### config.mk
export PLATFORM = sky130hd
export DESIGN_NAME = external_memory_interface_ctrl
export DESIGN_NICKNAME = d
export VERILOG_FILES = /design/src/pkg/external_memory_interface_pkg.sv /design/src/core/external_memory_interface_pin_sync.sv /design/src/core/external_memory_interface_hi_pin.sv /design/src/core/external_memory_interface_ctrl.sv
export VERILOG_INCLUDE_DIRS = /design/src /design/src/pkg
export SDC_FILE = /design/constraint.sdc
export NUM_CORES = 1
export LEC_CHECK = 0
export BUFFER_PORTS_ARGS = -buffer_cell sky130_fd_sc_hd__buf_2
export CAP_MARGIN = 0
export CORE_ASPECT_RATIO = 1.5
export CORE_UTILIZATION = 48
export DETAILED_ROUTE_END_ITERATION = 7
export PLACE_DENSITY = 0.77
export SLEW_MARGIN = 30
export SYNTH_ARGS = -nofsm -noshare
export SYNTH_HDL_FRONTEND = slang
export SYNTH_SLANG_ARGS = --single-unit
### constraint.sdc
create_clock -name core_clk -period 2 [get_ports core_clk]
set_input_delay 0.4 -clock core_clk [delete_from_list [all_inputs] [get_ports core_clk]]
set_output_delay 0.4 -clock core_clk [all_outputs]
set_load 0.02 [all_outputs]
### src/pkg/external_memory_interface_defines.svh
// Offsets, field positions, reset values and timing counts of the
// external memory configuration block.
// Assumes byte addresses on a 32-bit APB, one register per aligned word.
`ifndef EXTERNAL_MEMORY_INTERFACE_DEFINES_SVH
`define EXTERNAL_MEMORY_INTERFACE_DEFINES_SVH

// Register byte offsets
`define OFS_BUS_CONFIG   8'h00
`define OFS_MEM_CTRL     8'h04
`define OFS_PORT_DIR     8'h08
`define OFS_PORT_OUT     8'h0c
`define OFS_STATUS       8'h10

// Fields of external_bus_config
`define CFG_KEEPER_BIT   7
`define CFG_RES_MSB      6
`define CFG_RES_LSB      3
`define CFG_MASK_MSB     2
`define CFG_MASK_LSB     0

// Fields of the memory control register
`define CTRL_ENABLE_BIT  0
`define CTRL_LEGACY_BIT  1

// Reset values
`define RST_BUS_CONFIG   8'h00
`define RST_MEM_CTRL     2'h0
`define RST_PORT_DIR     8'h00
`define RST_PORT_OUT     8'h00

// Top of internal data space, normal and legacy layout
`define INT_TOP_NORMAL   16'h10ff
`define INT_TOP_LEGACY   16'h0fff

// Number of high-address pins
`define HI_PINS          8

// Timing: clock period, strobe width, input settle time
`define CLK_NS           10
`define STROBE_NS        20
`define STROBE_CYC       ((`STROBE_NS + `CLK_NS - 1) / `CLK_NS)
`define SYNC_CYC         4

`endif

### src/pkg/external_memory_interface_pkg.sv
// Types shared by the external memory configuration block.
// Assumes external_memory_interface_defines.svh for all numeric constants.
package external_memory_interface_pkg;

   // Cycle sequencer states, gray coded along the read path from idle to done
   typedef enum logic [2:0] {
      ST_IDLE   = 3'b000,
      ST_ADDR   = 3'b001,
      ST_LATCH  = 3'b011,
      ST_STROBE = 3'b010,
      ST_SETTLE = 3'b110,
      ST_DONE   = 3'b111
   } external_memory_interface_state_e;

   // APB request from the master
   typedef struct packed {
      logic        psel;
      logic        penable;
      logic        pwrite;
      logic [7:0]  paddr;
      logic [31:0] pwdata;
   } apb_req_s;

   // APB answer to the master
   typedef struct packed {
      logic [31:0] prdata;
      logic        pready;
      logic        pslverr;
   } apb_rsp_s;

   // CPU data-space request
   typedef struct packed {
      logic        valid;
      logic        write;
      logic [15:0] addr;
      logic [7:0]  wdata;
   } cpu_req_s;

   // CPU data-space answer
   typedef struct packed {
      logic        ready;
      logic [7:0]  rdata;
      logic        internal;
      logic        fault;
   } cpu_rsp_s;

   // External bus pins, driven side
   typedef struct packed {
      logic [7:0] ad_out;
      logic       ad_oe;
      logic       ad_keep_oe;
      logic [7:0] hi_out;
      logic [7:0] hi_oe;
      logic       ale;
      logic       wr_n;
      logic       rd_n;
      logic       ctl_oe;
   } xbus_s;

endpackage

### src/core/external_memory_interface_pin_sync.sv
// Three-stage input synchroniser for pin inputs.
// Assumes input from outside the core_clk domain; output follows once
// stages two and three agree.
module external_memory_interface_pin_sync #(
   parameter int W = 8
) (
   input  wire logic         core_clk,  // System clock
   input  wire logic         rst_n,     // Async reset, active low
   input  wire logic [W-1:0] pin_in,    // Raw pin level
   output logic      [W-1:0] pin_sync   // Filtered level
);

   typedef struct packed {
      logic [W-1:0] s1;
      logic [W-1:0] s2;
      logic [W-1:0] s3;
      logic [W-1:0] q;
   } sync_state_s;

   sync_state_s sync_reg;
   sync_state_s sync_next;

   // Shift chain; per-bit update only on agreement of stages two and three
   always_comb begin
      sync_next    = sync_reg;
      sync_next.s1 = pin_in;
      sync_next.s2 = sync_reg.s1;
      sync_next.s3 = sync_reg.s2;
      for (int i = 0; i < W; i++) begin
         if (sync_reg.s2[i] == sync_reg.s3[i]) begin
            sync_next.q[i] = sync_reg.s3[i];
         end
      end
   end

   // State register
   always_ff @(posedge core_clk or negedge rst_n) begin
      if (!rst_n) begin
         sync_reg <= '0;
      end else begin
         sync_reg <= sync_next;
      end
   end

   assign pin_sync = sync_reg.q;

endmodule

### src/core/external_memory_interface_hi_pin.sv
// One high-address pin: memory interface or ordinary port function.
// Assumes mask, enable and port settings come from registers on core_clk.
`include "external_memory_interface_defines.svh"

module external_memory_interface_hi_pin #(
   parameter int IDX = 0
) (
   input  wire logic       ext_en,     // External memory enable
   input  wire logic [2:0] mask,       // High address mask field
   input  wire logic       addr_bit,   // Address bit for this pin
   input  wire logic       port_dir,   // Port direction, 1 drives
   input  wire logic       port_out,   // Port output level
   output logic            pin_out,    // Pin level when driven
   output logic            pin_oe      // Pin output enable
);

   logic released;

   // Mask k frees the top k pins; all ones frees the whole port
   always_comb begin
      released = (mask == 3'h7) || ((int'(mask) + IDX) >= `HI_PINS);
   end

   // Interface owns unreleased pins, else ordinary port settings
   always_comb begin
      if (ext_en && !released) begin
         pin_out = addr_bit;
         pin_oe  = 1'b1;
      end else begin
         pin_out = port_out;
         pin_oe  = port_dir;
      end
   end

endmodule

### src/core/external_memory_interface_ctrl.sv
// External memory interface configuration and cycle sequencer.
// Assumes an APB master for registers, a CPU data port that holds its
// request until ready, and external SRAM on a multiplexed bus with latch.
//
// Overview of operation
// Keeper enabled holds last level on muxed lines while nothing drives them.
// Keeper works whenever enabled, whether or not the interface is enabled.
// Config bits 6..3 read as zero; software writes them as zero.
// Enabled interface with zero mask drives all eight high-address pins.
// Mask k frees top k pins from pin 7 down; seven frees all.
// Freed pins follow the port's own direction and output settings.
// Addresses up to 0x10ff are internal and start no external cycle.
// Full sixteen-bit address is driven, so small memories alias upward.
// Software avoids addresses above 0x90ff on a memory without top bit.
// Legacy mode internal space is 4096 bytes; external starts at 0x1000.
// Freed pins at port zero let software reach external 0x0000 to 0x1fff.
// Enable bit hands muxed, high, latch and strobe pins to the interface.
//
// The implementer's own choices: the APB interface to the registers and the address map.
`include "external_memory_interface_defines.svh"

module external_memory_interface_ctrl (
   input  wire logic              core_clk,  // System clock, 100 MHz
   input  wire logic              rst_n,     // Async reset, active low
   input  wire external_memory_interface_pkg::apb_req_s apb_req,  // APB request
   output external_memory_interface_pkg::apb_rsp_s      apb_rsp,  // APB answer
   input  wire external_memory_interface_pkg::cpu_req_s cpu_req,  // CPU data-space request
   output external_memory_interface_pkg::cpu_rsp_s      cpu_rsp,  // CPU data-space answer
   input  wire logic [7:0]         ad_in,    // Muxed lines, pin level
   output external_memory_interface_pkg::xbus_s         xbus      // External bus pins
);
   import external_memory_interface_pkg::*;

   ////////////////////////////////////////////////////////////////////
   // State
   ////////////////////////////////////////////////////////////////////

   typedef struct packed {
      logic [7:0]  cfg;
      logic [1:0]  ctrl;
      logic [7:0]  pdir;
      logic [7:0]  pout;
      external_memory_interface_state_e st;
      logic [2:0]  cnt;
      logic [15:0] addr;
      logic [7:0]  wdata;
      logic        write;
      logic [7:0]  rdata;
      logic [7:0]  keep;
      logic [7:0]  ad_val;
      logic        ad_oe;
      logic        ale;
      logic        wr_n;
      logic        rd_n;
      logic [31:0] prdata;
      logic        pslverr;
   } ctrl_state_s;

   ctrl_state_s r_reg;
   ctrl_state_s r_next;

   logic [7:0]  ad_sync;
   logic [7:0]  hi_out;
   logic [7:0]  hi_oe;
   logic        ext_en;
   logic        legacy;
   logic [2:0]  mask;
   logic        keeper_on;
   logic [15:0] int_top;
   logic        is_internal;
   logic        apb_setup;
   logic        apb_access;
   logic        busy;

   ////////////////////////////////////////////////////////////////////
   // Pin input synchroniser and high-address pins
   ////////////////////////////////////////////////////////////////////

   // Muxed line level into the core clock
   external_memory_interface_pin_sync #(.W(8)) u_ad_sync (
      .core_clk (core_clk),
      .rst_n    (rst_n),
      .pin_in   (ad_in),
      .pin_sync (ad_sync)
   );

   // one pin slice per high-address bit
   for (genvar g = 0; g < `HI_PINS; g++) begin : g_hi
      external_memory_interface_hi_pin #(.IDX(g)) u_hi_pin (
         .ext_en   (ext_en),
         .mask     (mask),
         .addr_bit (r_reg.addr[8 + g]),
         .port_dir (r_reg.pdir[g]),
         .port_out (r_reg.pout[g]),
         .pin_out  (hi_out[g]),
         .pin_oe   (hi_oe[g])
      );
   end

   ////////////////////////////////////////////////////////////////////
   // Decode of configuration
   ////////////////////////////////////////////////////////////////////

   // Field views of the configuration registers
   always_comb begin
      ext_en    = r_reg.ctrl[`CTRL_ENABLE_BIT];
      legacy    = r_reg.ctrl[`CTRL_LEGACY_BIT];
      mask      = r_reg.cfg[`CFG_MASK_MSB:`CFG_MASK_LSB];
      busy      = (r_reg.st != ST_IDLE);
      // keeper gated by its own bit only
      keeper_on = r_reg.cfg[`CFG_KEEPER_BIT];
   end

   // internal space ends at 0x10ff
   // legacy layout ends internal space at 0x0fff
   always_comb begin
      int_top     = legacy ? `INT_TOP_LEGACY : `INT_TOP_NORMAL;
      is_internal = (cpu_req.addr <= int_top);
      apb_setup   = apb_req.psel && !apb_req.penable;
      apb_access  = apb_req.psel && apb_req.penable;
   end

   ////////////////////////////////////////////////////////////////////
   // Next-state logic
   ////////////////////////////////////////////////////////////////////

   always_comb begin
      r_next = r_reg;

      // Read data and error prepared in the setup phase
      if (apb_setup) begin
         r_next.pslverr = 1'b0;
         r_next.prdata  = 32'h0000_0000;
         case (apb_req.paddr)
            `OFS_BUS_CONFIG: begin
               r_next.prdata[7:0] = r_reg.cfg;
            end
            `OFS_MEM_CTRL: begin
               r_next.prdata[1:0] = r_reg.ctrl;
            end
            `OFS_PORT_DIR: begin
               r_next.prdata[7:0] = r_reg.pdir;
            end
            `OFS_PORT_OUT: begin
               r_next.prdata[7:0] = r_reg.pout;
            end
            `OFS_STATUS: begin
               r_next.prdata[15:0] = {hi_oe, 3'h0, keeper_on && !r_reg.ad_oe, r_reg.st, busy};
            end
            default: begin
               r_next.pslverr = 1'b1;
            end
         endcase
      end

      // Register writes at the access edge
      if (apb_access && apb_req.pwrite) begin
         case (apb_req.paddr)
            `OFS_BUS_CONFIG: begin
               r_next.cfg = apb_req.pwdata[7:0];
               // reserved positions never store
               r_next.cfg[`CFG_RES_MSB:`CFG_RES_LSB] = 4'h0;
            end
            `OFS_MEM_CTRL: begin
               r_next.ctrl = apb_req.pwdata[1:0];
            end
            `OFS_PORT_DIR: begin
               r_next.pdir = apb_req.pwdata[7:0];
            end
            `OFS_PORT_OUT: begin
               r_next.pout = apb_req.pwdata[7:0];
            end
            default: begin
               r_next.cfg = r_reg.cfg;
            end
         endcase
      end

      // keeper holds the last driven level; the memory's level while it drives
      // Frozen otherwise, so a lagging synchroniser never glitches the held level
      if (r_reg.ad_oe) begin
         r_next.keep = r_reg.ad_val;
      end else if (!r_reg.rd_n) begin
         r_next.keep = ad_sync;
      end

      // External cycle sequencer
      case (r_reg.st)
         ST_IDLE: begin
            // internal hits never leave idle
            if (cpu_req.valid && !is_internal && ext_en) begin
               // whole address latched and driven
               r_next.addr   = cpu_req.addr;
               r_next.wdata  = cpu_req.wdata;
               r_next.write  = cpu_req.write;
               r_next.ad_val = cpu_req.addr[7:0];
               r_next.ad_oe  = 1'b1;
               r_next.ale    = 1'b1;
               r_next.st     = ST_ADDR;
            end
         end
         ST_ADDR: begin
            // Falling latch strobe captures the low byte
            r_next.ale = 1'b0;
            r_next.st  = ST_LATCH;
         end
         ST_LATCH: begin
            r_next.cnt = 3'(`STROBE_CYC - 1);
            r_next.st  = ST_STROBE;
            if (r_reg.write) begin
               r_next.ad_val = r_reg.wdata;
               r_next.wr_n   = 1'b0;
            end else begin
               r_next.ad_oe = 1'b0;
               r_next.rd_n  = 1'b0;
            end
         end
         ST_STROBE: begin
            if (r_reg.cnt != 3'h0) begin
               r_next.cnt = r_reg.cnt - 3'h1;
            end else if (r_reg.write) begin
               r_next.wr_n = 1'b1;
               r_next.st   = ST_DONE;
            end else begin
               r_next.cnt = 3'(`SYNC_CYC - 1);
               r_next.st  = ST_SETTLE;
            end
         end
         ST_SETTLE: begin
            // Read strobe held until the synchronised data has settled
            if (r_reg.cnt != 3'h0) begin
               r_next.cnt = r_reg.cnt - 3'h1;
            end else begin
               r_next.rdata = ad_sync;
               r_next.rd_n  = 1'b1;
               r_next.st    = ST_DONE;
            end
         end
         ST_DONE: begin
            // Write data held one cycle past the strobe
            r_next.ad_oe = 1'b0;
            r_next.st    = ST_IDLE;
         end
         default: begin
            r_next.ad_oe = 1'b0;
            r_next.ale   = 1'b0;
            r_next.wr_n  = 1'b1;
            r_next.rd_n  = 1'b1;
            r_next.st    = ST_IDLE;
         end
      endcase
   end

   ////////////////////////////////////////////////////////////////////
   // State register
   ////////////////////////////////////////////////////////////////////

   always_ff @(posedge core_clk or negedge rst_n) begin
      if (!rst_n) begin
         r_reg         <= '0;
         r_reg.cfg     <= `RST_BUS_CONFIG;
         r_reg.ctrl    <= `RST_MEM_CTRL;
         r_reg.pdir    <= `RST_PORT_DIR;
         r_reg.pout    <= `RST_PORT_OUT;
         r_reg.st      <= ST_IDLE;
         r_reg.wr_n    <= 1'b1;
         r_reg.rd_n    <= 1'b1;
      end else begin
         r_reg <= r_next;
      end
   end

   ////////////////////////////////////////////////////////////////////
   // Outputs
   ////////////////////////////////////////////////////////////////////

   // APB answer in the access phase
   always_comb begin
      apb_rsp.pready  = apb_access;
      apb_rsp.prdata  = r_reg.prdata;
      apb_rsp.pslverr = apb_access && r_reg.pslverr;
   end

   // CPU answer: internal and refused at once, external at cycle end
   always_comb begin
      cpu_rsp.internal = cpu_req.valid && is_internal;
      cpu_rsp.fault    = cpu_req.valid && !is_internal && !ext_en && !busy;
      cpu_rsp.ready    = (r_reg.st == ST_DONE)
                         || (!busy && cpu_req.valid && (is_internal || !ext_en));
      cpu_rsp.rdata    = r_reg.rdata;
   end

   // Pin outputs
   always_comb begin
      // undriven lines show the held level with the keeper on
      xbus.ad_out     = r_reg.ad_oe ? r_reg.ad_val : r_reg.keep;
      xbus.ad_oe      = r_reg.ad_oe;
      xbus.ad_keep_oe = keeper_on && !r_reg.ad_oe;
      // freed pins come from the port slices
      xbus.hi_out     = hi_out;
      xbus.hi_oe      = hi_oe;
      xbus.ale        = r_reg.ale;
      xbus.wr_n       = r_reg.wr_n;
      xbus.rd_n       = r_reg.rd_n;
      // strobe pins owned by the interface while enabled
      xbus.ctl_oe     = ext_en;
   end

   ////////////////////////////////////////////////////////////////////
   // Checks
   ////////////////////////////////////////////////////////////////////

   a_keeper_hold: assert property (@(posedge core_clk) disable iff (!rst_n)
      keeper_on && !r_reg.ad_oe |-> xbus.ad_keep_oe && (xbus.ad_out == r_reg.keep))
      else $error("keeper not holding the muxed lines");

   a_keeper_free: assert property (@(posedge core_clk) disable iff (!rst_n)
      !ext_en && r_reg.cfg[`CFG_KEEPER_BIT] && !xbus.ad_oe |-> xbus.ad_keep_oe)
      else $error("keeper off while interface disabled");

   a_reserved_zero: assert property (@(posedge core_clk) disable iff (!rst_n)
      apb_access && !apb_req.pwrite && (apb_req.paddr == `OFS_BUS_CONFIG) |-> apb_rsp.prdata[6:3] == 4'h0)
      else $error("reserved config bits read nonzero");

   a_full_hi_byte: assert property (@(posedge core_clk) disable iff (!rst_n)
      ext_en && (mask == 3'h0) |-> (hi_oe == 8'hff) && (hi_out == r_reg.addr[15:8]))
      else $error("high address byte not fully driven");

   a_mask_release: assert property (@(posedge core_clk) disable iff (!rst_n)
      ext_en && (mask == 3'h3) |-> (hi_oe[7:5] == r_reg.pdir[7:5]) && (hi_oe[4:0] == 5'h1f))
      else $error("mask three did not free exactly pins 7 to 5");

   a_port_revert: assert property (@(posedge core_clk) disable iff (!rst_n)
      !ext_en |-> (hi_oe == r_reg.pdir) && (hi_out == r_reg.pout))
      else $error("high port not following port settings");

   a_internal_noext: assert property (@(posedge core_clk) disable iff (!rst_n)
      !busy && cpu_req.valid && (cpu_req.addr <= 16'h10ff) && !legacy |=> !busy [*2])
      else $error("internal address started an external cycle");

   a_full_addr: assert property (@(posedge core_clk) disable iff (!rst_n)
      $rose(xbus.ale) |-> xbus.ad_oe && (xbus.ad_out == r_reg.addr[7:0]) ##1 !xbus.ale)
      else $error("low address byte not driven during latch strobe");

   a_legacy_base: assert property (@(posedge core_clk) disable iff (!rst_n)
      !busy && ext_en && legacy && cpu_req.valid && (cpu_req.addr == 16'h1000)
      |=> (r_reg.st == ST_ADDR) ##1 (r_reg.st == ST_LATCH))
      else $error("legacy address 0x1000 did not go external");

   a_zero_window: assert property (@(posedge core_clk) disable iff (!rst_n)
      ext_en && (mask == 3'h3) && (r_reg.pdir == 8'hff) && (r_reg.pout == 8'h00) |-> hi_out[7:5] == 3'h0)
      else $error("freed pins do not present zero upper address");

   a_pin_takeover: assert property (@(posedge core_clk) disable iff (!rst_n)
      $rose(ext_en) |-> xbus.ctl_oe && (mask != 3'h0 || hi_oe == 8'hff))
      else $error("enable did not take over interface pins");

endmodule

-- Yosys cells after proc, flatten, opt, wreduce, memory -nomap -nowiden
Index checks and enable logic that the tools add are counted.
- output and inout port bits: 75
- flip-flop bits (word level): 130
- bitwise logic cells: 5
- multiplexer cells: 45
- eq/ne operators: 27
- order comparisons: 9
- $add $sub $neg: 8
- reductions and logical operators: 67
- operators with widths (operator ; number):
    >= comparator 32 x 5 -> 1 bit (second input constant) ; 7
    2-to-1 mux 8 bit ; 5
    one-hot mux 6 bit (4 select lines) ; 1
    2-to-1 mux 1 bit ; 23
    logical AND 1 bit ; 20
    2-to-1 mux 3 bit ; 6
    adder 3 x 3 -> 4 bit (second input constant) ; 4
    equality test 8 x 4 -> 1 bit (second input constant) ; 2
    <= comparator 16 x 13 -> 1 bit ; 1
    one-hot mux 8 bit (2 select lines) ; 1
    one-hot mux 3 bit (5 select lines) ; 1
    AND reduction 3 bit ; 5
    inequality test 2 bit (second input constant) ; 7
    AND reduction 2 bit ; 7
    logical NOT 1 bit ; 13
    2-to-1 mux 13 bit ; 1
    OR reduction 4 bit ; 3
    logical OR 1 bit ; 10
    2-to-1 mux 10 bit ; 1
    one-hot mux 2 bit (5 select lines) ; 1
    equality test 3 bit (second input constant) ; 3
    one-hot mux 1 bit (3 select lines) ; 3
    one-hot mux 3 bit (3 select lines) ; 1
    nonzero test 3 bit ; 3
    19 further kinds ; 32

-- Longest topological paths before layout
Gate-level depths: netlist (run 1).
- word-level depth: 7
- gate-level depth with buffers: 10
- mapped depth without buffers: 8

-- By module
A second synthesis (run 1) with hierarchy kept.
- cell total of the unflattened synthesis: 485
- area total of the unflattened synthesis: 5978.2 µm²
- modules (own cells, without submodules) (module ; times used ; area each (µm²) ; seq. area each (µm²) ; cells an instance):
    external_memory_interface_ctrl ; 1 ; 4687.0 ; 2254.7 ; 404
    external_memory_interface_pin_sync ; 1 ; 950.9 ; 800.8 ; 48
    external_memory_interface_hi_pin at g_hi[5].u_hi_pin ; 1 ; 57.6 ; 0.0 ; 5
    external_memory_interface_hi_pin at g_hi[1].u_hi_pin ; 1 ; 53.8 ; 0.0 ; 6
    external_memory_interface_hi_pin at g_hi[3].u_hi_pin ; 1 ; 47.5 ; 0.0 ; 6
    external_memory_interface_hi_pin at g_hi[7].u_hi_pin ; 1 ; 41.3 ; 0.0 ; 3
    external_memory_interface_hi_pin at g_hi[0].u_hi_pin ; 1 ; 37.5 ; 0.0 ; 4
    external_memory_interface_hi_pin at g_hi[4].u_hi_pin ; 1 ; 36.3 ; 0.0 ; 3
    external_memory_interface_hi_pin at g_hi[6].u_hi_pin ; 1 ; 33.8 ; 0.0 ; 3
    external_memory_interface_hi_pin at g_hi[2].u_hi_pin ; 1 ; 32.5 ; 0.0 ; 3

-- Worst setup path before layout (run 1)
Ideal clock, no wire load.
- path kind: reg2out
- from: register r_reg, in the netlist legacy
- to: output cpu_rsp[0] (netlist bit)
- cell stages (with the launch flop): 7
- data arrival time: 1.905 ns
- setup slack: -0.305 ns
- cells stage by stage: dfrtp_1 > inv_1 > ha_1 > nand3_1 > nor4_1 > a221oi_2 > nor4_1
- RTL lines (what ; line ; source):
    start: declaration ; external_memory_interface_ctrl.sv:59 ; ctrl_state_s r_reg;
    start signal: assignment ; external_memory_interface_ctrl.sv:269 ; r_reg <= r_next;
    end: declaration ; external_memory_interface_ctrl.sv:28 ; output external_memory_interface_pkg::cpu_rsp_s cpu_rsp,

==> results of run 1 <==
[stage by stage]
step	cells	power [mW]	setup TNS, ns	setup slack [ns]
after floorplan	570	4.17	-1.19	-0.107
after global placement	791	4.54	-8.64	-0.401
after detailed placement	791	4.62	-11.05	-0.458
after CTS	835	8.19	-13.09	-0.696
after global routing	839	8.50	-21.65	-0.814
final	839	8.18	-18.64	-0.730
[cells in the final DEF (no fill, tap or decap), types with 4 or more instances in the layout]
master	Yosys	routed
nand2_1	92	69
inv_1	27	23
bufinv_16	0	5
nand3_1	5	4
mux2_4	0	6
dfrtp_1	120	118
o22ai_4	0	8
ha_1	8	5
buf_2	0	94
o21ai_0	35	34
a221oi_1	5	5
and3_1	5	5
buf_6	2	30
inv_2	0	4
a21oi_1	9	6
nor2b_1	11	8
mux2_2	36	30
a21oi_2	8	8
clkbuf_16	0	17
conb_1	1	16
mux2i_1	11	11
o31ai_1	5	5
buf_12	0	4
nor2_1	25	22
buf_4	65	39
maj3_1	8	8
nand2_2	0	22
[metal layers]
layer | GRT usage [%] | vias to the layer above | wire (um) | share of wire (%)
li1 | - | 2045 | - | -
met2 | 47.6 | 173 | 8520 | 55
met3 | 5.39 | 44 | 772 | 4.9
met4 | 14.7 | 0 | 669 | 4.3
met5 | 0 | - | 0 | 0
met1 | 27.2 | 2254 | 5660 | 36
[area by class of cell]
type,instances,area [um^2]
Fill cell,849,3860
Sequential cell,122,3060
Clock inverter,13,214
Multi-Input combinational cell,338,2550
Inverter,27,101
Clock buffer,19,453
Timing Repair Buffer,170,1220
Tap cell,150,188
[cells by family (layout without fill, tap and decap cells)]
kind of cell / count (synthesis) / count (layout) / synth area share, %
simple gates: 172 / 172 / 14.0
flops: 122 / 122 / 52.7
buf+inv: 110 / 229 / 11.8
compound gates: 87 / 87 / 9.53
mux: 47 / 47 / 8.88
fa+ha+maj: 16 / 16 / 3.10
other cells: 1 / 16 / 0.0646
[cell usage after synthesis, types with 9 or more instances]
cell,number,area (um^2)
dfrtp_1,120,3000
nand2_1,92,345
buf_4,65,488
mux2_2,36,405
o21ai_0,35,175
inv_1,27,101
nor2_1,25,93.8
clkbuf_1,14,52.6
mux2i_1,11,110
nor2b_1,11,68.8
o22ai_1,11,68.8
a21oi_1,9,45.0
[power by group through the flow]
| stage | Sequential (mW) | Clock (mW) | Combinational [mW] |
|---|---|---|---|
| 2_1_floorplan | 2.98 | 0 | 1.19 |
| 3_3_place_gp | 3.03 | 0 | 1.50 |
| 3_5_place_dp | 3.05 | 0 | 1.57 |
| 4_1_cts | 3.03 | 3.49 | 1.66 |
| 5_1_grt | 3.08 | 3.62 | 1.81 |
| 6_report | 3.04 | 3.46 | 1.68 |
[worst register-to-register path, cell delays in order (launching register included)]
cell and delay, ns:
dfrtp_1 0.40, inv_2 0.11, ha_4 0.30, nand3_4 0.08, nor4_4 0.26, a221oi_4 0.13, buf_4 0.16, buf_6 0.11
or3_4 0.44, buf_12 0.18, o22ai_4 0.16, a21oi_2 0.07
[final timing paths]
path / endpoint / startpoint / slack (ns) / cells past startpoint
worst max-delay path: cpu_rsp[0] / legacy / -0.73 / 8
min in group asynchronous: r_reg[104] / rst_n / 0.52 / 3
worst min register to register: u_ad_sync.sync_next[12] / u_ad_sync.sync_next[20] / 0.34 / 0
max in group asynchronous: xbus[1] / rst_n / 1.07 / 3
worst min-delay path: u_ad_sync.sync_next[23] / ad_in[7] / 0.09 / 1
worst max register to register: r_reg[37] / legacy / -0.52 / 11
[timing repair]
action | in CTS | in global routing
gates resized for setup | 115 | 23
gates cloned | 2 | 0
pin swaps | 31 | 13
setup buffers | 9 | 6
setup endpoints to repair | 45 | 47
hold buffers | 1 | 0
endpoints found under the hold margin | 46 | 0
==> flow_summary.json, run 1 <==
{
  "ioPinCount": 154,
  "largest_reg_flops": 56,
  "hpwlAfterDp_mm": 10.3,
  "path_max_fanout": 5,
  "synth_edf_count": 0,
  "rows": 48,
  "ys.flop_type": "dfrtp_1",
  "antenna_found_initial": 0,
  "antennaDiodeCount": 0,
  "ir_drop_v": 0.000861,
  "cts_buffers": 17,
  "swShare_pct": 29.6,
  "critPathKind": "reg2out",
  "cts_tree": "yes",
  "synth_cells": 555,
  "fp.coreArea_um2": 11700,
  "violations": "negative setup slack",
  "clkPwrFrac_pct": 42.3,
  "async_flop_share_pct": 100,
  "yosysSeqAreaShare_pct": 52.7,
  "clk_pin_slew_ns": 0.06,
  "crit_path_cell_trace": "inv_2 > ha_4 > nand3_4 > nor4_4 > a221oi_4 > buf_4 > nor4_4 > buf_4",
  "vias": 4516,
  "critical_path_arrival_ns": 2.33,
  "worst_pin_slew_ns": 0.926,
  "fin_crit_ns": 2.73,
  "start_util_pct": 49.8,
  "clock_latency_ns": 0.41,
  "syn_avg_cell_area_um2": 10.5,
  "p_switching_mw": 2.42,
  "grt_max_degree": 77,
  "antenna_left": 0,
  "status": "finished, violations left",
  "cts_sinks": 122,
  "placed_area_um2": 6460,
  "cp_slowest_cell": "dfrtp_1",
  "cts-root-buf": "clkbuf_16",
  "drive_above_1_share_pct": 46.7,
  "via_per_inst": 5.38,
  "wl_mm": 15.6,
  "crit_buf_inv": 3,
  "htreeDepth": 4,
  "die_area_um2": 12500,
  "grt_use_total_pct": 25.8,
  "nNetsFinal": 763,
  "setup_ws_ns": -0.730,
  "min_path_type": "in2reg",
  "final-hold-violation-count": 0,
  "relSlewSlack_pct": 38.1,
  "synthDistinctLibCells": 48,
  "final_area_um2": 7790,
  "leakagePower_nw": 3.84,
  "cp_top_family": "simple AND/OR/NAND/NOR gates",
  "crit_path_start_kind": "flop",
  "grt_pass1_vias": 4706,
  "grt_overflow": 0,
  "power_frac_seq_pct": 37.2,
  "crit_required_ns": 1.60,
  "power_density_nw_per_um2": 1050,
  "syn_to_final_growth_pct": 34.2,
  "syn-cell-area_um2": 5800,
  "gp_congestion": 0.886,
  "setup_violations": 44,
  "die_w_um": 91.8,
  "fin_crit_sh_pct": 137,
  "grt_pass1_wl_mm": 24.3,
  "clockBufferDepth": 2,
  "drtPass1Iterations": 4,
  "drt-initial-drc-count": 216,
  "slowest_delay_ns": 0.40,
  "comb_power_share_pct": 20.5,
  "endpoint_kind": "output port",
  "drv_cap": 0,
  "hold_slack_ns": 0.0878,
  "wl_per_cell_um": 18.6,
  "yosysWarnings": 0,
  "fp.dieH_um": 137,
  "drc": 0,
  "slew_violations": 0,
  "ys_ff_latch": 122,
  "fin_worst_skew_ns": 0.0104,
  "internal-power_mw": 5.76,
  "post-route-util_pct": 66.9,
  "fmaxAchievable_ghz": 0.366,
  "rsz0062_at_grt": "yes",
  "place.port_buffers": 113
}
No activity file was read; power rests on OpenSTA's default activity.
==> inputs of run 2 (changes only) <==
--- a/config.mk
+++ b/config.mk
@@ -6,6 +6,7 @@
 export SDC_FILE = /design/constraint.sdc
 export NUM_CORES = 1
 export LEC_CHECK = 0
+export ABC_AREA = 1
 export BUFFER_PORTS_ARGS = -buffer_cell sky130_fd_sc_hd__buf_2
 export CAP_MARGIN = 0
 export CORE_ASPECT_RATIO = 1.5
==> run 2 against run 1 <==
The run still ends with negative setup slack left. Via count is 5.7% higher. Power fell by 1.9%. Die area rose by 1.5%. Non-clock buffer count shrank 27. Sequential cell count unchanged. Sequential share of layout area up 3.1 points. Combinational power is 21% higher. Count of clock-buffer cells in the layout fell by 2. Critical path depth unchanged. Critical endpoint is now cpu_rsp[10]. Largest cell class unchanged. Largest power group is now sequential cells.
==> flow_summary.json, run 2 <==
{
  "cp_slowest_cell": "dfrtp_1",
  "antennaDiodeCount": 0,
  "slew_violations": 0,
  "yosysWarnings": 0,
  "cts_buffers": 17,
  "fin_tns_setup_ns": -3.20,
  "cts-root-buf": "clkbuf_16",
  "status": "finished, violations left",
  "antenna_left": 0,
  "critPathKind": "reg2out",
  "largest_reg_flops": 56,
  "ys_ff_latch": 122,
  "htreeDepth": 4,
  "ioPinCount": 154,
  "swShare_pct": 34.1,
  "setup_ws_ns": -0.397,
  "grt_overflow": 0,
  "yosysSeqAreaShare_pct": 51.9,
  "hp-start": "ad_in[5]",
  "syn-cell-area_um2": 5890,
  "ys.flop_type": "dfrtp_1",
  "fin_worst_skew_ns": 0.0120,
  "power_density_nw_per_um2": 1110,
  "gp_congestion": 0.856,
  "path_max_fanout": 3,
  "p_switching_mw": 2.74,
  "reg2reg_from": "legacy",
  "hold_slack_ns": 0.0820,
  "drt-initial-drc-count": 297,
  "crit_path_start_kind": "flop",
  "clk_pin_slew_ns": 0.06,
  "fmaxAchievable_ghz": 0.417,
  "grt_pass1_wl_mm": 22.1,
  "grt_pass1_vias": 4617,
  "placed_area_um2": 6370,
  "internal-power_mw": 5.29,
  "drive_above_1_share_pct": 29.6,
  "fin_crit_sh_pct": 120,
  "fp.coreArea_um2": 12000,
  "final-hold-violation-count": 0,
  "leakagePower_nw": 3.77,
  "syn_to_final_growth_pct": 22.6,
  "die_w_um": 92.5,
  "wl_per_cell_um": 14.9,
  "place.port_buffers": 113,
  "clockBufferDepth": 2,
  "final_area_um2": 7220,
  "endpoint_kind": "output port",
  "drtPass1Iterations": 4,
  "drv_cap": 0,
  "syn_avg_cell_area_um2": 8.72,
  "synth_edf_count": 0,
  "crit_path_cell_trace": "ha_1 > nand2_1 > nor2_1 > nand4_1 > nand2_4 > nor2_4 > o21ai_2 > buf_6",
  "synthTopCellsByCount": "nand2_1 (167), dfrtp_1 (120), inv_1 (72)",
  "crit_buf_inv": 1,
  "most-common-layout-cells": "nand2_1 (158), dfrtp_1 (119), buf_2 (100)",
  "fin_crit_ns": 2.40,
  "vias": 4772,
  "wl_mm": 14.1,
  "cp-startpoint": "legacy",
  "hpwlAfterDp_mm": 10.1,
  "cts_sinks": 122,
  "synthDistinctLibCells": 31,
  "via_per_inst": 5.06,
  "grt_max_degree": 69,
  "post-synth-top-count-cell": "nand2_1",
  "power_frac_seq_pct": 37.8,
  "ir_drop_v": 0.000666,
  "start_util_pct": 49.3,
  "synth_cells": 676,
  "yosys.area.top_type": "dfrtp_1",
  "nNetsFinal": 864,
  "cts_tree": "yes",
  "cp_top_family": "simple AND/OR/NAND/NOR gates",
  "min_path_type": "in2reg",
  "crit_required_ns": 1.60,
  "critical_path_arrival_ns": 2.00,
  "clkPwrFrac_pct": 36.9,
  "comb_power_share_pct": 25.3,
  "async_flop_share_pct": 100,
  "final_common_cell": "nand2_1",
  "rows": 49,
  "clock_latency_ns": 0.42,
  "netlist.area_leader.share_pct": 51.0,
  "grt_use_total_pct": 23.1,
  "violations": "negative setup slack",
  "rsz0062_at_grt": "yes",
  "synthTopCellsByArea": "dfrtp_1 (51%), nand2_1 (11%), buf_4 (8.0%)",
  "setup_violations": 17,
  "fp.dieH_um": 138,
  "place_ws_ns": -0.0776,
  "slowest_delay_ns": 0.43,
  "die_area_um2": 12700,
  "drc": 0,
  "antenna_found_initial": 0
}
-- run 2: worst paths after layout --
| kind | endpoint | depth (start not counted) | slack [ns] |
|---|---|---|---|
| min | u_ad_sync.sync_next[21] | 1 | 0.08 |
| min reg2reg | u_ad_sync.sync_next[14] | 0 | 0.35 |
| max reg2reg | r_reg[44] | 13 | 0.12 |
| min in group asynchronous | u_ad_sync.sync_next[17] | 2 | 0.41 |
| max in group asynchronous | xbus[2] | 3 | 0.95 |
| max | cpu_rsp[10] | 8 | -0.40 |
-- run 2: power by group through the flow --
stage	sequential (mW)	combinational (mW)	clock [mW]
detailed placement	3.07	1.98	0
global route	3.07	2.24	3.11
finish	3.03	2.03	2.96
CTS	3.04	2.01	3.01
floorplan	3.01	1.49	0
global placement	3.06	1.93	0
-- run 2: kinds of logic after synthesis --
logic type / synth area share (%)
AO/OA/AOI/OAI: 7.64
adder cells (fa/ha/maj): 3.06
buffers and inverters: 14.1
flip-flops: 51.9
multiplexers: 2.29
other: 0.0636
AND/OR/NAND/NOR: 21.0
-- run 2: worst reg2reg max path, cell delays in order (launching register included) --
cell,delay (ns)
dfrtp_1,0.43
inv_4,0.10
ha_4,0.29
nand2_2,0.06
inv_1,0.05
nand2_1,0.04
nand2_1,0.05
nand2_1,0.06
nand2_2,0.09
buf_4,0.12
nand4_1,0.14
buf_4,0.22
nand3_1,0.07
nand2_1,0.06
-- run 2: cell type report --
cell class                 count  area (um^2)
fill                        1035         4730
clock buffer                  17          425
timing repair buffer         143          866
multi-input combinational    415         2230
clock inverter                15          153
inverter                      78          295
tap                          153          191
sequential                   122         3060
-- run 2: metrics by stage --
step | total power, mW | util [%] | instances
finish | 8.03 | 60.4 | 943
floorplan | 4.50 | - | 691
detailed placement | 5.05 | 53.3 | 905
global route | 8.42 | 60.4 | 943
global placement | 4.99 | 53.3 | 905
CTS | 8.06 | 59.2 | 941
-- run 2: metal layers --
metal / up-vias / part of all wire [%] / GRT usage, %
met2: 161 / 54 / 41.4
met4: 0 / 3.4 / 12.4
met5: - / 0 / 0
li1: 2309 / - / -
met1: 2267 / 39 / 25.3
met3: 35 / 4.0 / 4.80
-- run 2: timing repair --
| action | 4_1_cts | 5_1_grt |
|---|---|---|
| setup buffers | 3 | 2 |
| resized for setup | 26 | 35 |
| gates cloned | 0 | 0 |
| hold buffers | 1 | 0 |
| pin swaps | 11 | 9 |
| endpoints found under the setup margin | 25 | 26 |
| endpoints found under the hold margin | 15 | 0 |
